`config.mk`:
```
export PLATFORM = sky130hd
export DESIGN_NAME = crc_top
export DESIGN_NICKNAME = d
export VERILOG_FILES = /design/src/rtl/crc_pkg.sv /design/src/rtl/crc_share_cmp.sv /design/src/rtl/crc_top.sv
export SDC_FILE = /design/constraint.sdc
export NUM_CORES = 1
export LEC_CHECK = 0
export ABC_AREA = 1
export BUFFER_PORTS_ARGS = -buffer_cell sky130_fd_sc_hd__clkbuf_2
export CAP_MARGIN = 20
export CORE_MARGIN = 2
export CORE_UTILIZATION = 57
export CTS_CLUSTER_DIAMETER = 60
export DETAILED_ROUTE_END_ITERATION = 10
export HOLD_SLACK_MARGIN = 0.1
export PLACE_DENSITY = 0.77
export SLEW_MARGIN = 20
export SYNTH_ARGS = -nofsm -noshare
export SYNTH_HDL_FRONTEND = slang
export SYNTH_SLANG_ARGS = --single-unit
```
`constraint.sdc`:
```
create_clock -name CLK_IN -period 2.5 [get_ports CLK_IN]
set_input_delay 0.25 -clock CLK_IN [delete_from_list [all_inputs] [get_ports CLK_IN]]
set_output_delay 0.25 -clock CLK_IN [all_outputs]
set_load 0.05 [all_outputs]
```
`src/rtl/crc_pkg.sv`:
```
package crc_pkg;

    // role register
    localparam logic [7:0] CMD_REDUNDANCY_ROLE = 8'hd0;
    localparam logic [7:0] ROLE_STANDARD = 8'h00;
    localparam logic [7:0] ROLE_ACTIVE = 8'h01;
    localparam logic [7:0] ROLE_STBY1 = 8'h02;
    localparam logic [7:0] ROLE_STBY2 = 8'h03;
    localparam logic [7:0] ROLE_STBY3 = 8'h04;
    localparam logic [7:0] ROLE_RESET = ROLE_STANDARD;

    // smbus framing
    localparam logic [6:0] SLAVE_ADDR_DEFAULT = 7'h58;
    localparam logic [7:0] PEC_POLY = 8'h07;
    localparam logic [7:0] PEC_INIT = 8'h00;
    localparam logic [3:0] BIT_ACK = 4'h8;
    localparam logic [3:0] BIT_DONE = 4'h9;

    // load-share sample scale: 8-bit code, full scale in millivolts
    localparam int SHARE_FULL_MV = 8000;
    localparam int SHARE_CODES = 256;
    localparam int EN_MV_1 = 3200;
    localparam int EN_MV_2 = 5000;
    localparam int EN_MV_3 = 6700;
    localparam int DIS_MV_1 = 1440;
    localparam int DIS_MV_2 = 3010;
    localparam int DIS_MV_3 = 4520;

    function automatic logic [7:0] mv_to_code(input int mv);
        return 8'(mv * SHARE_CODES / SHARE_FULL_MV);
    endfunction

    localparam logic [7:0] EN_CODE_1 = mv_to_code(EN_MV_1);
    localparam logic [7:0] EN_CODE_2 = mv_to_code(EN_MV_2);
    localparam logic [7:0] EN_CODE_3 = mv_to_code(EN_MV_3);
    localparam logic [7:0] DIS_CODE_1 = mv_to_code(DIS_MV_1);
    localparam logic [7:0] DIS_CODE_2 = mv_to_code(DIS_MV_2);
    localparam logic [7:0] DIS_CODE_3 = mv_to_code(DIS_MV_3);

    typedef enum logic [2:0] {
        PH_IDLE   = 3'b000,
        PH_ADDR   = 3'b001,
        PH_CMD    = 3'b010,
        PH_WDATA  = 3'b011,
        PH_WPEC   = 3'b100,
        PH_RDATA  = 3'b101,
        PH_RPEC   = 3'b110,
        PH_IGNORE = 3'b111
    } crc_phase_e;

    function automatic logic is_standby_role(input logic [7:0] role);
        return (role == ROLE_STBY1) || (role == ROLE_STBY2) ||
               (role == ROLE_STBY3);
    endfunction

    function automatic logic [7:0] pec_update(input logic [7:0] acc,
                                              input logic [7:0] data);
        logic [7:0] c;
        c = acc ^ data;
        for (int i = 0; i < 8; i++) begin
            c = c[7] ? ((c << 1) ^ PEC_POLY) : (c << 1);
        end
        return c;
    endfunction

endpackage

```
`src/rtl/crc_share_cmp.sv`:
```
`timescale 1ns/1ps
`default_nettype none
module crc_share_cmp
    import crc_pkg::*;
(
    input wire logic clk_in,
    input wire logic rst_n_in,
    input wire logic enable_in,
    input wire logic [7:0] role_in,
    input wire logic [7:0] sample_in,
    input wire logic valid_in,
    output logic share_on_out
);

    logic [7:0] en_thr;
    logic [7:0] dis_thr;

    // thresholds indexed by standby position
    always_comb begin
        unique case (role_in)
            ROLE_STBY2: begin
                en_thr = EN_CODE_2;
                dis_thr = DIS_CODE_2;
            end
            ROLE_STBY3: begin
                en_thr = EN_CODE_3;
                dis_thr = DIS_CODE_3;
            end
            default: begin
                en_thr = EN_CODE_1;
                dis_thr = DIS_CODE_1;
            end
        endcase
    end

    // hysteresis: on above enable level, off below the lower one
    always_ff @(posedge clk_in or negedge rst_n_in) begin
        if (!rst_n_in) begin
            share_on_out <= 1'b0;
        end else if (!enable_in) begin
            share_on_out <= 1'b0;
        end else if (valid_in) begin
            if (!share_on_out && sample_in > en_thr) begin
                share_on_out <= 1'b1;
            end else if (share_on_out && sample_in < dis_thr) begin
                share_on_out <= 1'b0;
            end
        end
    end

endmodule
`default_nettype wire

```
`src/rtl/crc_top.sv`:
```
`timescale 1ns/1ps
`default_nettype none
module crc_top
    import crc_pkg::*;
#(
    parameter logic [6:0] SLAVE_ADDR = SLAVE_ADDR_DEFAULT
) (
    input wire logic CLK_IN,
    input wire logic ARST_N_IN,
    input wire logic SCL_IN,
    input wire logic SDA_IN,
    output logic SDA_OUT,
    output logic SDA_OE_N_OUT,
    input wire logic POWER_ON_REQUEST_N_IN,
    input wire logic COLD_RED_ENABLE_N_IN,
    input wire logic UNIT_FAULT_IN,
    input wire logic VOUT_LOW_IN,
    input wire logic OUTPUT_OK_IN,
    input wire logic [7:0] SHARE_SAMPLE_IN,
    input wire logic SHARE_VALID_IN,
    input wire logic SHARED_WAKE_LINE_IN,
    output logic SHARED_WAKE_LINE_OUT,
    output logic SHARED_WAKE_LINE_OE_N_OUT,
    output logic MAIN_ON_OUT,
    output logic ISOLATION_ON_OUT,
    output logic POWER_GOOD_OUT,
    output logic DUMMY_LOAD_EN_OUT,
    output logic FAN_EN_OUT,
    output logic SLOW_START_EN_OUT,
    output logic LOOP_PRESET_MAX_OUT,
    output logic STATUS_REPORT_EN_OUT,
    output logic COLD_STANDBY_OUT,
    output logic [7:0] ROLE_OUT
);

    logic rst_meta;
    logic rst_n;

    // reset released through two flops, asserted at once
    always_ff @(posedge CLK_IN or negedge ARST_N_IN) begin
        if (!ARST_N_IN) begin
            rst_meta <= 1'b0;
            rst_n <= 1'b0;
        end else begin
            rst_meta <= 1'b1;
            rst_n <= rst_meta;
        end
    end

    // smbus bit engine
    logic scl_d;
    logic sda_d;
    logic scl_rise;
    logic scl_fall;
    logic start_det;
    logic stop_det;
    logic tx_phase;
    crc_phase_e phase;
    crc_phase_e pend;
    logic [3:0] bit_cnt;
    logic [7:0] shift;
    logic [7:0] tx;
    logic [7:0] pec;
    logic [7:0] wr_data;
    logic cmd_ok;
    logic drive_low;
    logic role_wr;
    logic [7:0] role;

    always_ff @(posedge CLK_IN or negedge rst_n) begin
        if (!rst_n) begin
            scl_d <= 1'b1;
            sda_d <= 1'b1;
        end else begin
            scl_d <= SCL_IN;
            sda_d <= SDA_IN;
        end
    end

    assign scl_rise = SCL_IN & ~scl_d;
    assign scl_fall = ~SCL_IN & scl_d;
    assign start_det = scl_d & SCL_IN & sda_d & ~SDA_IN;
    assign stop_det = scl_d & SCL_IN & ~sda_d & SDA_IN;
    assign tx_phase = (phase == PH_RDATA) || (phase == PH_RPEC);

    always_ff @(posedge CLK_IN or negedge rst_n) begin
        if (!rst_n) begin
            phase <= PH_IDLE;
            pend <= PH_IDLE;
            bit_cnt <= 4'h0;
            shift <= 8'h00;
            tx <= 8'h00;
            pec <= PEC_INIT;
            wr_data <= 8'h00;
            cmd_ok <= 1'b0;
            drive_low <= 1'b0;
            role_wr <= 1'b0;
        end else begin
            role_wr <= 1'b0;
            if (stop_det) begin
                phase <= PH_IDLE;
                drive_low <= 1'b0;
                cmd_ok <= 1'b0;
            end else if (start_det) begin
                // sr after the command keeps the pec; its rise looks a bit
                phase <= PH_ADDR;
                bit_cnt <= 4'h0;
                drive_low <= 1'b0;
                if (phase != PH_WDATA || bit_cnt > 4'h1) begin
                    cmd_ok <= 1'b0;
                    pec <= PEC_INIT;
                end
            end else if (phase != PH_IDLE && phase != PH_IGNORE) begin
                if (scl_rise) begin
                    if (bit_cnt < BIT_ACK) begin
                        shift <= {shift[6:0], SDA_IN};
                        bit_cnt <= bit_cnt + 4'h1;
                    end else if (bit_cnt == BIT_ACK) begin
                        bit_cnt <= BIT_DONE;
                        // master nack ends a read
                        if (tx_phase && SDA_IN) begin
                            phase <= PH_IGNORE;
                        end
                    end
                end else if (scl_fall) begin
                    if (bit_cnt == BIT_ACK) begin
                        if (tx_phase) begin
                            drive_low <= 1'b0;
                            if (phase == PH_RDATA) begin
                                pec <= pec_update(pec, tx);
                                tx <= pec_update(pec, tx);
                                pend <= PH_RPEC;
                            end else begin
                                pend <= PH_IGNORE;
                            end
                        end else begin
                            unique case (phase)
                                PH_ADDR: begin
                                    if (shift[7:1] == SLAVE_ADDR &&
                                        (!shift[0] || cmd_ok)) begin
                                        drive_low <= 1'b1;
                                        pec <= pec_update(pec, shift);
                                        tx <= role;
                                        pend <= shift[0] ? PH_RDATA : PH_CMD;
                                    end else begin
                                        pend <= PH_IGNORE;
                                    end
                                end
                                PH_CMD: begin
                                    // only the role command is answered
                                    if (shift == CMD_REDUNDANCY_ROLE) begin
                                        drive_low <= 1'b1;
                                        cmd_ok <= 1'b1;
                                        pec <= pec_update(pec, shift);
                                        pend <= PH_WDATA;
                                    end else begin
                                        pend <= PH_IGNORE;
                                    end
                                end
                                PH_WDATA: begin
                                    drive_low <= 1'b1;
                                    wr_data <= shift;
                                    pec <= pec_update(pec, shift);
                                    pend <= PH_WPEC;
                                end
                                PH_WPEC: begin
                                    // commit needs a good pec and a legal role
                                    if (shift == pec &&
                                        wr_data <= ROLE_STBY3) begin
                                        drive_low <= 1'b1;
                                        role_wr <= 1'b1;
                                    end
                                    pend <= PH_IGNORE;
                                end
                                default: begin
                                    pend <= PH_IGNORE;
                                end
                            endcase
                        end
                    end else if (bit_cnt == BIT_DONE) begin
                        phase <= pend;
                        bit_cnt <= 4'h0;
                        drive_low <= (pend == PH_RDATA || pend == PH_RPEC) ?
                                     ~tx[7] : 1'b0;
                    end else if (tx_phase && bit_cnt != 4'h0) begin
                        drive_low <= ~tx[3'(4'h7 - bit_cnt)];
                    end
                end
            end
        end
    end

    assign SDA_OUT = 1'b0;
    assign SDA_OE_N_OUT = ~drive_low;

    // role register; wake-line revert beats a same-cycle write
    always_ff @(posedge CLK_IN or negedge rst_n) begin
        if (!rst_n) begin
            role <= ROLE_RESET;
        end else if (!SHARED_WAKE_LINE_IN && is_standby_role(role)) begin
            role <= ROLE_STANDARD;
        end else if (role_wr) begin
            role <= wr_data;
        end
    end

    // operating state
    logic power_req;
    logic stby_cfg;
    logic share_on;
    logic cold_standby;
    logic main_on;
    logic fault;

    assign power_req = ~POWER_ON_REQUEST_N_IN;
    assign stby_cfg = power_req & COLD_RED_ENABLE_N_IN &
                      is_standby_role(role);
    assign fault = UNIT_FAULT_IN | VOUT_LOW_IN;

    // a standby unit leaves standby on its own compare, a low wake line or a role write
    crc_share_cmp u_share_cmp (
        .clk_in(CLK_IN),
        .rst_n_in(rst_n),
        .enable_in(stby_cfg),
        .role_in(role),
        .sample_in(SHARE_SAMPLE_IN),
        .valid_in(SHARE_VALID_IN),
        .share_on_out(share_on)
    );

    // roles 00 and 01 ignore the share compare and stay on
    assign cold_standby = stby_cfg & ~share_on &
                          SHARED_WAKE_LINE_IN;
    assign main_on = power_req & ~cold_standby;

    always_ff @(posedge CLK_IN or negedge rst_n) begin
        if (!rst_n) begin
            MAIN_ON_OUT <= 1'b0;
            ISOLATION_ON_OUT <= 1'b0;
            POWER_GOOD_OUT <= 1'b0;
            DUMMY_LOAD_EN_OUT <= 1'b0;
            FAN_EN_OUT <= 1'b0;
            SLOW_START_EN_OUT <= 1'b0;
            LOOP_PRESET_MAX_OUT <= 1'b0;
            STATUS_REPORT_EN_OUT <= 1'b0;
            COLD_STANDBY_OUT <= 1'b0;
        end else begin
            MAIN_ON_OUT <= main_on;
            ISOLATION_ON_OUT <= main_on;
            POWER_GOOD_OUT <= cold_standby |
                              (main_on & OUTPUT_OK_IN);
            DUMMY_LOAD_EN_OUT <= main_on;
            FAN_EN_OUT <= ~cold_standby;
            // preset loop so a wake-up is not held back by compensation
            SLOW_START_EN_OUT <= ~cold_standby;
            LOOP_PRESET_MAX_OUT <= cold_standby;
            STATUS_REPORT_EN_OUT <= ~cold_standby;
            COLD_STANDBY_OUT <= cold_standby;
        end
    end

    // wake line: fault pulls low, active role drives high, else released
    always_ff @(posedge CLK_IN or negedge rst_n) begin
        if (!rst_n) begin
            SHARED_WAKE_LINE_OUT <= 1'b0;
            SHARED_WAKE_LINE_OE_N_OUT <= 1'b1;
        end else if (fault) begin
            SHARED_WAKE_LINE_OUT <= 1'b0;
            SHARED_WAKE_LINE_OE_N_OUT <= 1'b0;
        end else if (role == ROLE_ACTIVE) begin
            SHARED_WAKE_LINE_OUT <= 1'b1;
            SHARED_WAKE_LINE_OE_N_OUT <= 1'b0;
        end else begin
            SHARED_WAKE_LINE_OUT <= 1'b0;
            SHARED_WAKE_LINE_OE_N_OUT <= 1'b1;
        end
    end

    assign ROLE_OUT = role;

endmodule
`default_nettype wire

```
==> metrics.md <==
| Metric | Value |
|---|---|
| # DRC | `0` |
| # setup viols final | `0` |
| Post-synth EDFFs | `0` |
| Starting Density | `58.2%` |
| Critical path's top delay family | `simple AND/OR/NAND/NOR gates` |
| Detail Placement HPWL | `8360 um` |
| I/O Pins | `40` |
| Clock Power Share | `20.1%` |
| P_sw | `2.14 mW` |
| WHS | `0.119 ns` |
| Total power | `4.56 mW` |
| GRT overflow | `0` |
| H-tree depth | `3` |
| WP buf/inv | `4` |
| Ant diodes | `0` |
| Routed wire length | `10,900 um` |
| Post-synth top area cell | `dfrtp_1` |
| PortBufs | `38` |
| Pre-CTS setup slack | `0.183 ns` |
| Vias per cell | `5.42` |
| GPL Wtd Cong | `0.952` |
| Rows | `32` |
| Synth top cells by count | `nand2_1 (216), inv_1 (70), dfrtp_1 (61)` |
| Placed insts | `758` |
| DR WL/cell | `13.9 um` |
| CTS tree | `yes` |
| Setup crit end kind | `flip-flop` |
| Comb pwr share | `49.0%` |
| Post-synth top area share | `34.3%` |
| Setup TNS Final | `0 ns` |
| Slowest CP cell | `dlygate4sd3_1` |
| Leak | `2.65 nW` |
| Synth Area in XOR/XNOR | `3.34%` |
| Worst Setup Start Kind | `input pin` |
| WP data required | `2.76 ns` |
| DRT antenna net count | `0` |
| Clock tree sinks | `64` |
| Top-count cell post-synth | `nand2_1` |
| Vias in the first global route | `4,000` |
| Initial DRC Count | `287` |
| Switching share of power | `47.0%` |
| Post-synthesis net count | `666` |
| Cells along the critical path | `dlygate4sd3_1, clkbuf_2, ha_1, inv_1, nor2_1, nand2_1, inv_1, nor2_1, nand2_1, nor2_2, nand2_1, o21ai_0` |
| First-pass GRT wire length | `18,500 um` |
| Total Die Area | `8530 um^2` |
| CTS Root Cell | `clkbuf_8` |
| Final std cells w/o fill | `780` |
| Post-synthesis mux area share | `0.225%` |
| DRT Pass-1 Iters | `7` |
| Initial antenna violation count | `0` |
| Share of cells above drive strength 1 | `15.2%` |
| Post-Synth Simple-Gate Area | `36.1%` |
| Largest net degree at the start of global routing | `41` |
| Hold Path Class | `input pin to flip-flop` |
| Int Pwr | `2.42 mW` |
| Final hold vios | `0` |
| Post-Syn Area | `4450 um^2` |
| MaxCap Viol Count | `0` |
| Ranking of synthesized cells by area | `dfrtp_1 (34%), nand2_1 (18%), inv_1 (5.9%), ha_1 (5.6%), nand3_1 (5.5%)` |
| Design area | `4990 um^2` |
| Final Skew | `0.0102 ns` |
| Crit path largest cell delay | `0.53 ns` |
| Worst slew pin tran | `0.544 ns` |
| Outcome | `complete, no violations` |
| Yosys cell types | `42` |
| Ys flop type | `dfrtp_1` |
| Post-DP Area | `4720 um^2` |
| Fill cells | `653` |
| Crit path DAT | `2.44 ns` |
| Fin crit share | `87.4%` |
| Crit path top cell by count | `nand2_1` |
| Compound-Gate Fraction of Synth Area | `9.19%` |
| Vias | `4,224` |
| Seq pwr share | `30.9%` |
| TritonCTS Buffers | `9` |
| Synthesized-area fraction occupied by adder cells | `5.62%` |
| Clock Path Buffers | `2` |
| Final worst slack | `0.314 ns` |
| Crit Path Max Fanout | `16` |
| Die Ht | `92.4 um` |
| Die Span X | `92.4 um` |
| Nets | `712` |
| Seq/Total Area, Yosys | `36.1%` |
| Clock Latency Late Sink | `0.34 ns` |
| Slew Viols, Final | `0` |
| Slew Limit Headroom | `63.7%` |
| Worst-case vdd ir drop | `0.718 mV` |
| Largest family of logic cells by synthesized area | `simple AND/OR/NAND/NOR gates` |
| All-layer global routing usage | `27.4%` |
| Asr flop ratio synth | `100%` |
| Area Overhead vs Synth | `12.2%` |
| Yosys warns | `0` |
| Clock transition at path regs | `0.08 ns` |
| Peak Freq | `457 MHz` |
| Min Tclk post-route | `2.19 ns` |
| Pwr Density | `912 nW/um^2` |
| Core area | `7650 um^2` |
| Post-synthesis register bit count | `64` |
| Post-Syn Area per Cell | `7.10 um^2` |
| Final Core Density | `65.3%` |
| Mapped Cells | `627` |
| RSZ-0062 raised after global routing | `false` |
| Worst Path Class, Setup | `input pin to flip-flop` |
==> layout make-up <==
type	instances	area, um^2	share of cell area (%)
clock buffer	10	138	2.76
clock inverter	6	67.6	1.35
timing repair buffer	49	288	5.76
inverter	79	323	6.46
multi-input combinational	470	2440	48.9
sequential	64	1610	32.2
tap	102	128	2.56
==> tightest hold or removal path, cell delays in order <==
cell	delay, ns
clkbuf_2	0.07
nand2_1	0.04
nand2_1	0.06
==> path summary, 6_finish.rpt <==
check                                         from  depth (start not counted)  slack [ns]                              endpoint
max                                         SCL_IN                         12        0.31                  shift[0]$_DFFE_PN0P_
min                                   OUTPUT_OK_IN                          3        0.12              POWER_GOOD_OUT$_DFF_PN0_
max reg2reg                ROLE_OUT[5]$_DFFE_PN0P_                         15        0.34  u_share_cmp.share_on_out$_DFFE_PN0P_
min reg2reg                        rst_n$_DFF_PN0_                          1        0.24                  shift[3]$_DFFE_PN0P_
max in group asynchronous          rst_n$_DFF_PN0_                          1        1.78   SHARED_WAKE_LINE_OE_N_OUT$_DFF_PN1_
min in group asynchronous                ARST_N_IN                          2        0.23                       rst_n$_DFF_PN0_
==> kinds of logic (layout without fill, tap and decap cells) <==
family / Yosys count / count (layout)
DFF: 64 / 64
adders and majority gates: 20 / 20
AOI/OAI and AO/OA: 77 / 77
muxes: 1 / 1
and+or+nand+nor: 353 / 353
xor gates and xnor gates: 17 / 17
other: 2 / 2
buffers and inverters: 93 / 144
==> repair_timing <==
item / CTS / global route
hold buffers: 6 / 0
endpoints found under the hold margin: 6 / 0
setup buffers: 0 / 0
setup endpoints to repair: 0 / 1
resized for setup: 0 / 3
==> sequential cells by signal, indices dropped and copies added, names as in the netlist, 3 cells and up <==
| register | flops |
|---|---|
| pec | 8 |
| bit_cnt | 4 |
| ROLE_OUT | 8 |
| tx | 8 |
| wr_data | 8 |
| shift | 8 |
| pend | 3 |
| phase | 3 |
==> cells in the final DEF (no fill, tap or decap), types with 2 or more instances in the layout <==
cell type,instances
a21oi_1,20
a31oi_1,2
buf_4,5
bufinv_16,2
clkbuf_2,38
clkbuf_8,10
clkinvlp_4,2
conb_1,2
dfrtp_1,60
dfstp_2,3
dlygate4sd3_1,6
ha_1,20
inv_1,70
inv_2,8
nand2_1,216
nand2_2,5
nand3_1,48
nand3_2,11
nand4_1,7
nor2_1,40
nor2_2,4
nor2_4,5
nor3_1,5
nor3b_1,2
o211ai_1,4
o21ai_0,31
o21ai_1,16
xnor2_1,6
xor2_1,11
==> power groups by stage <==
stage	sequential (mW)	clock, mW	combinational [mW]
finish	1.41	0.914	2.23
global route	1.43	0.993	2.52
CTS	1.40	0.928	2.20
detailed placement	1.42	0	2.16
global placement	1.41	0	2.10
floorplan	1.35	0	1.73
==> layer usage <==
| metal | wire length [um] | global-route usage, % |
|---|---|---|
| met2 | 5130 | 44.6 |
| met3 | 681 | 4.96 |
| met5 | 0 | 0 |
| met1 | 4860 | 37.7 |
| met4 | 198 | 7.59 |
Power figures use the tool's default switching activity.
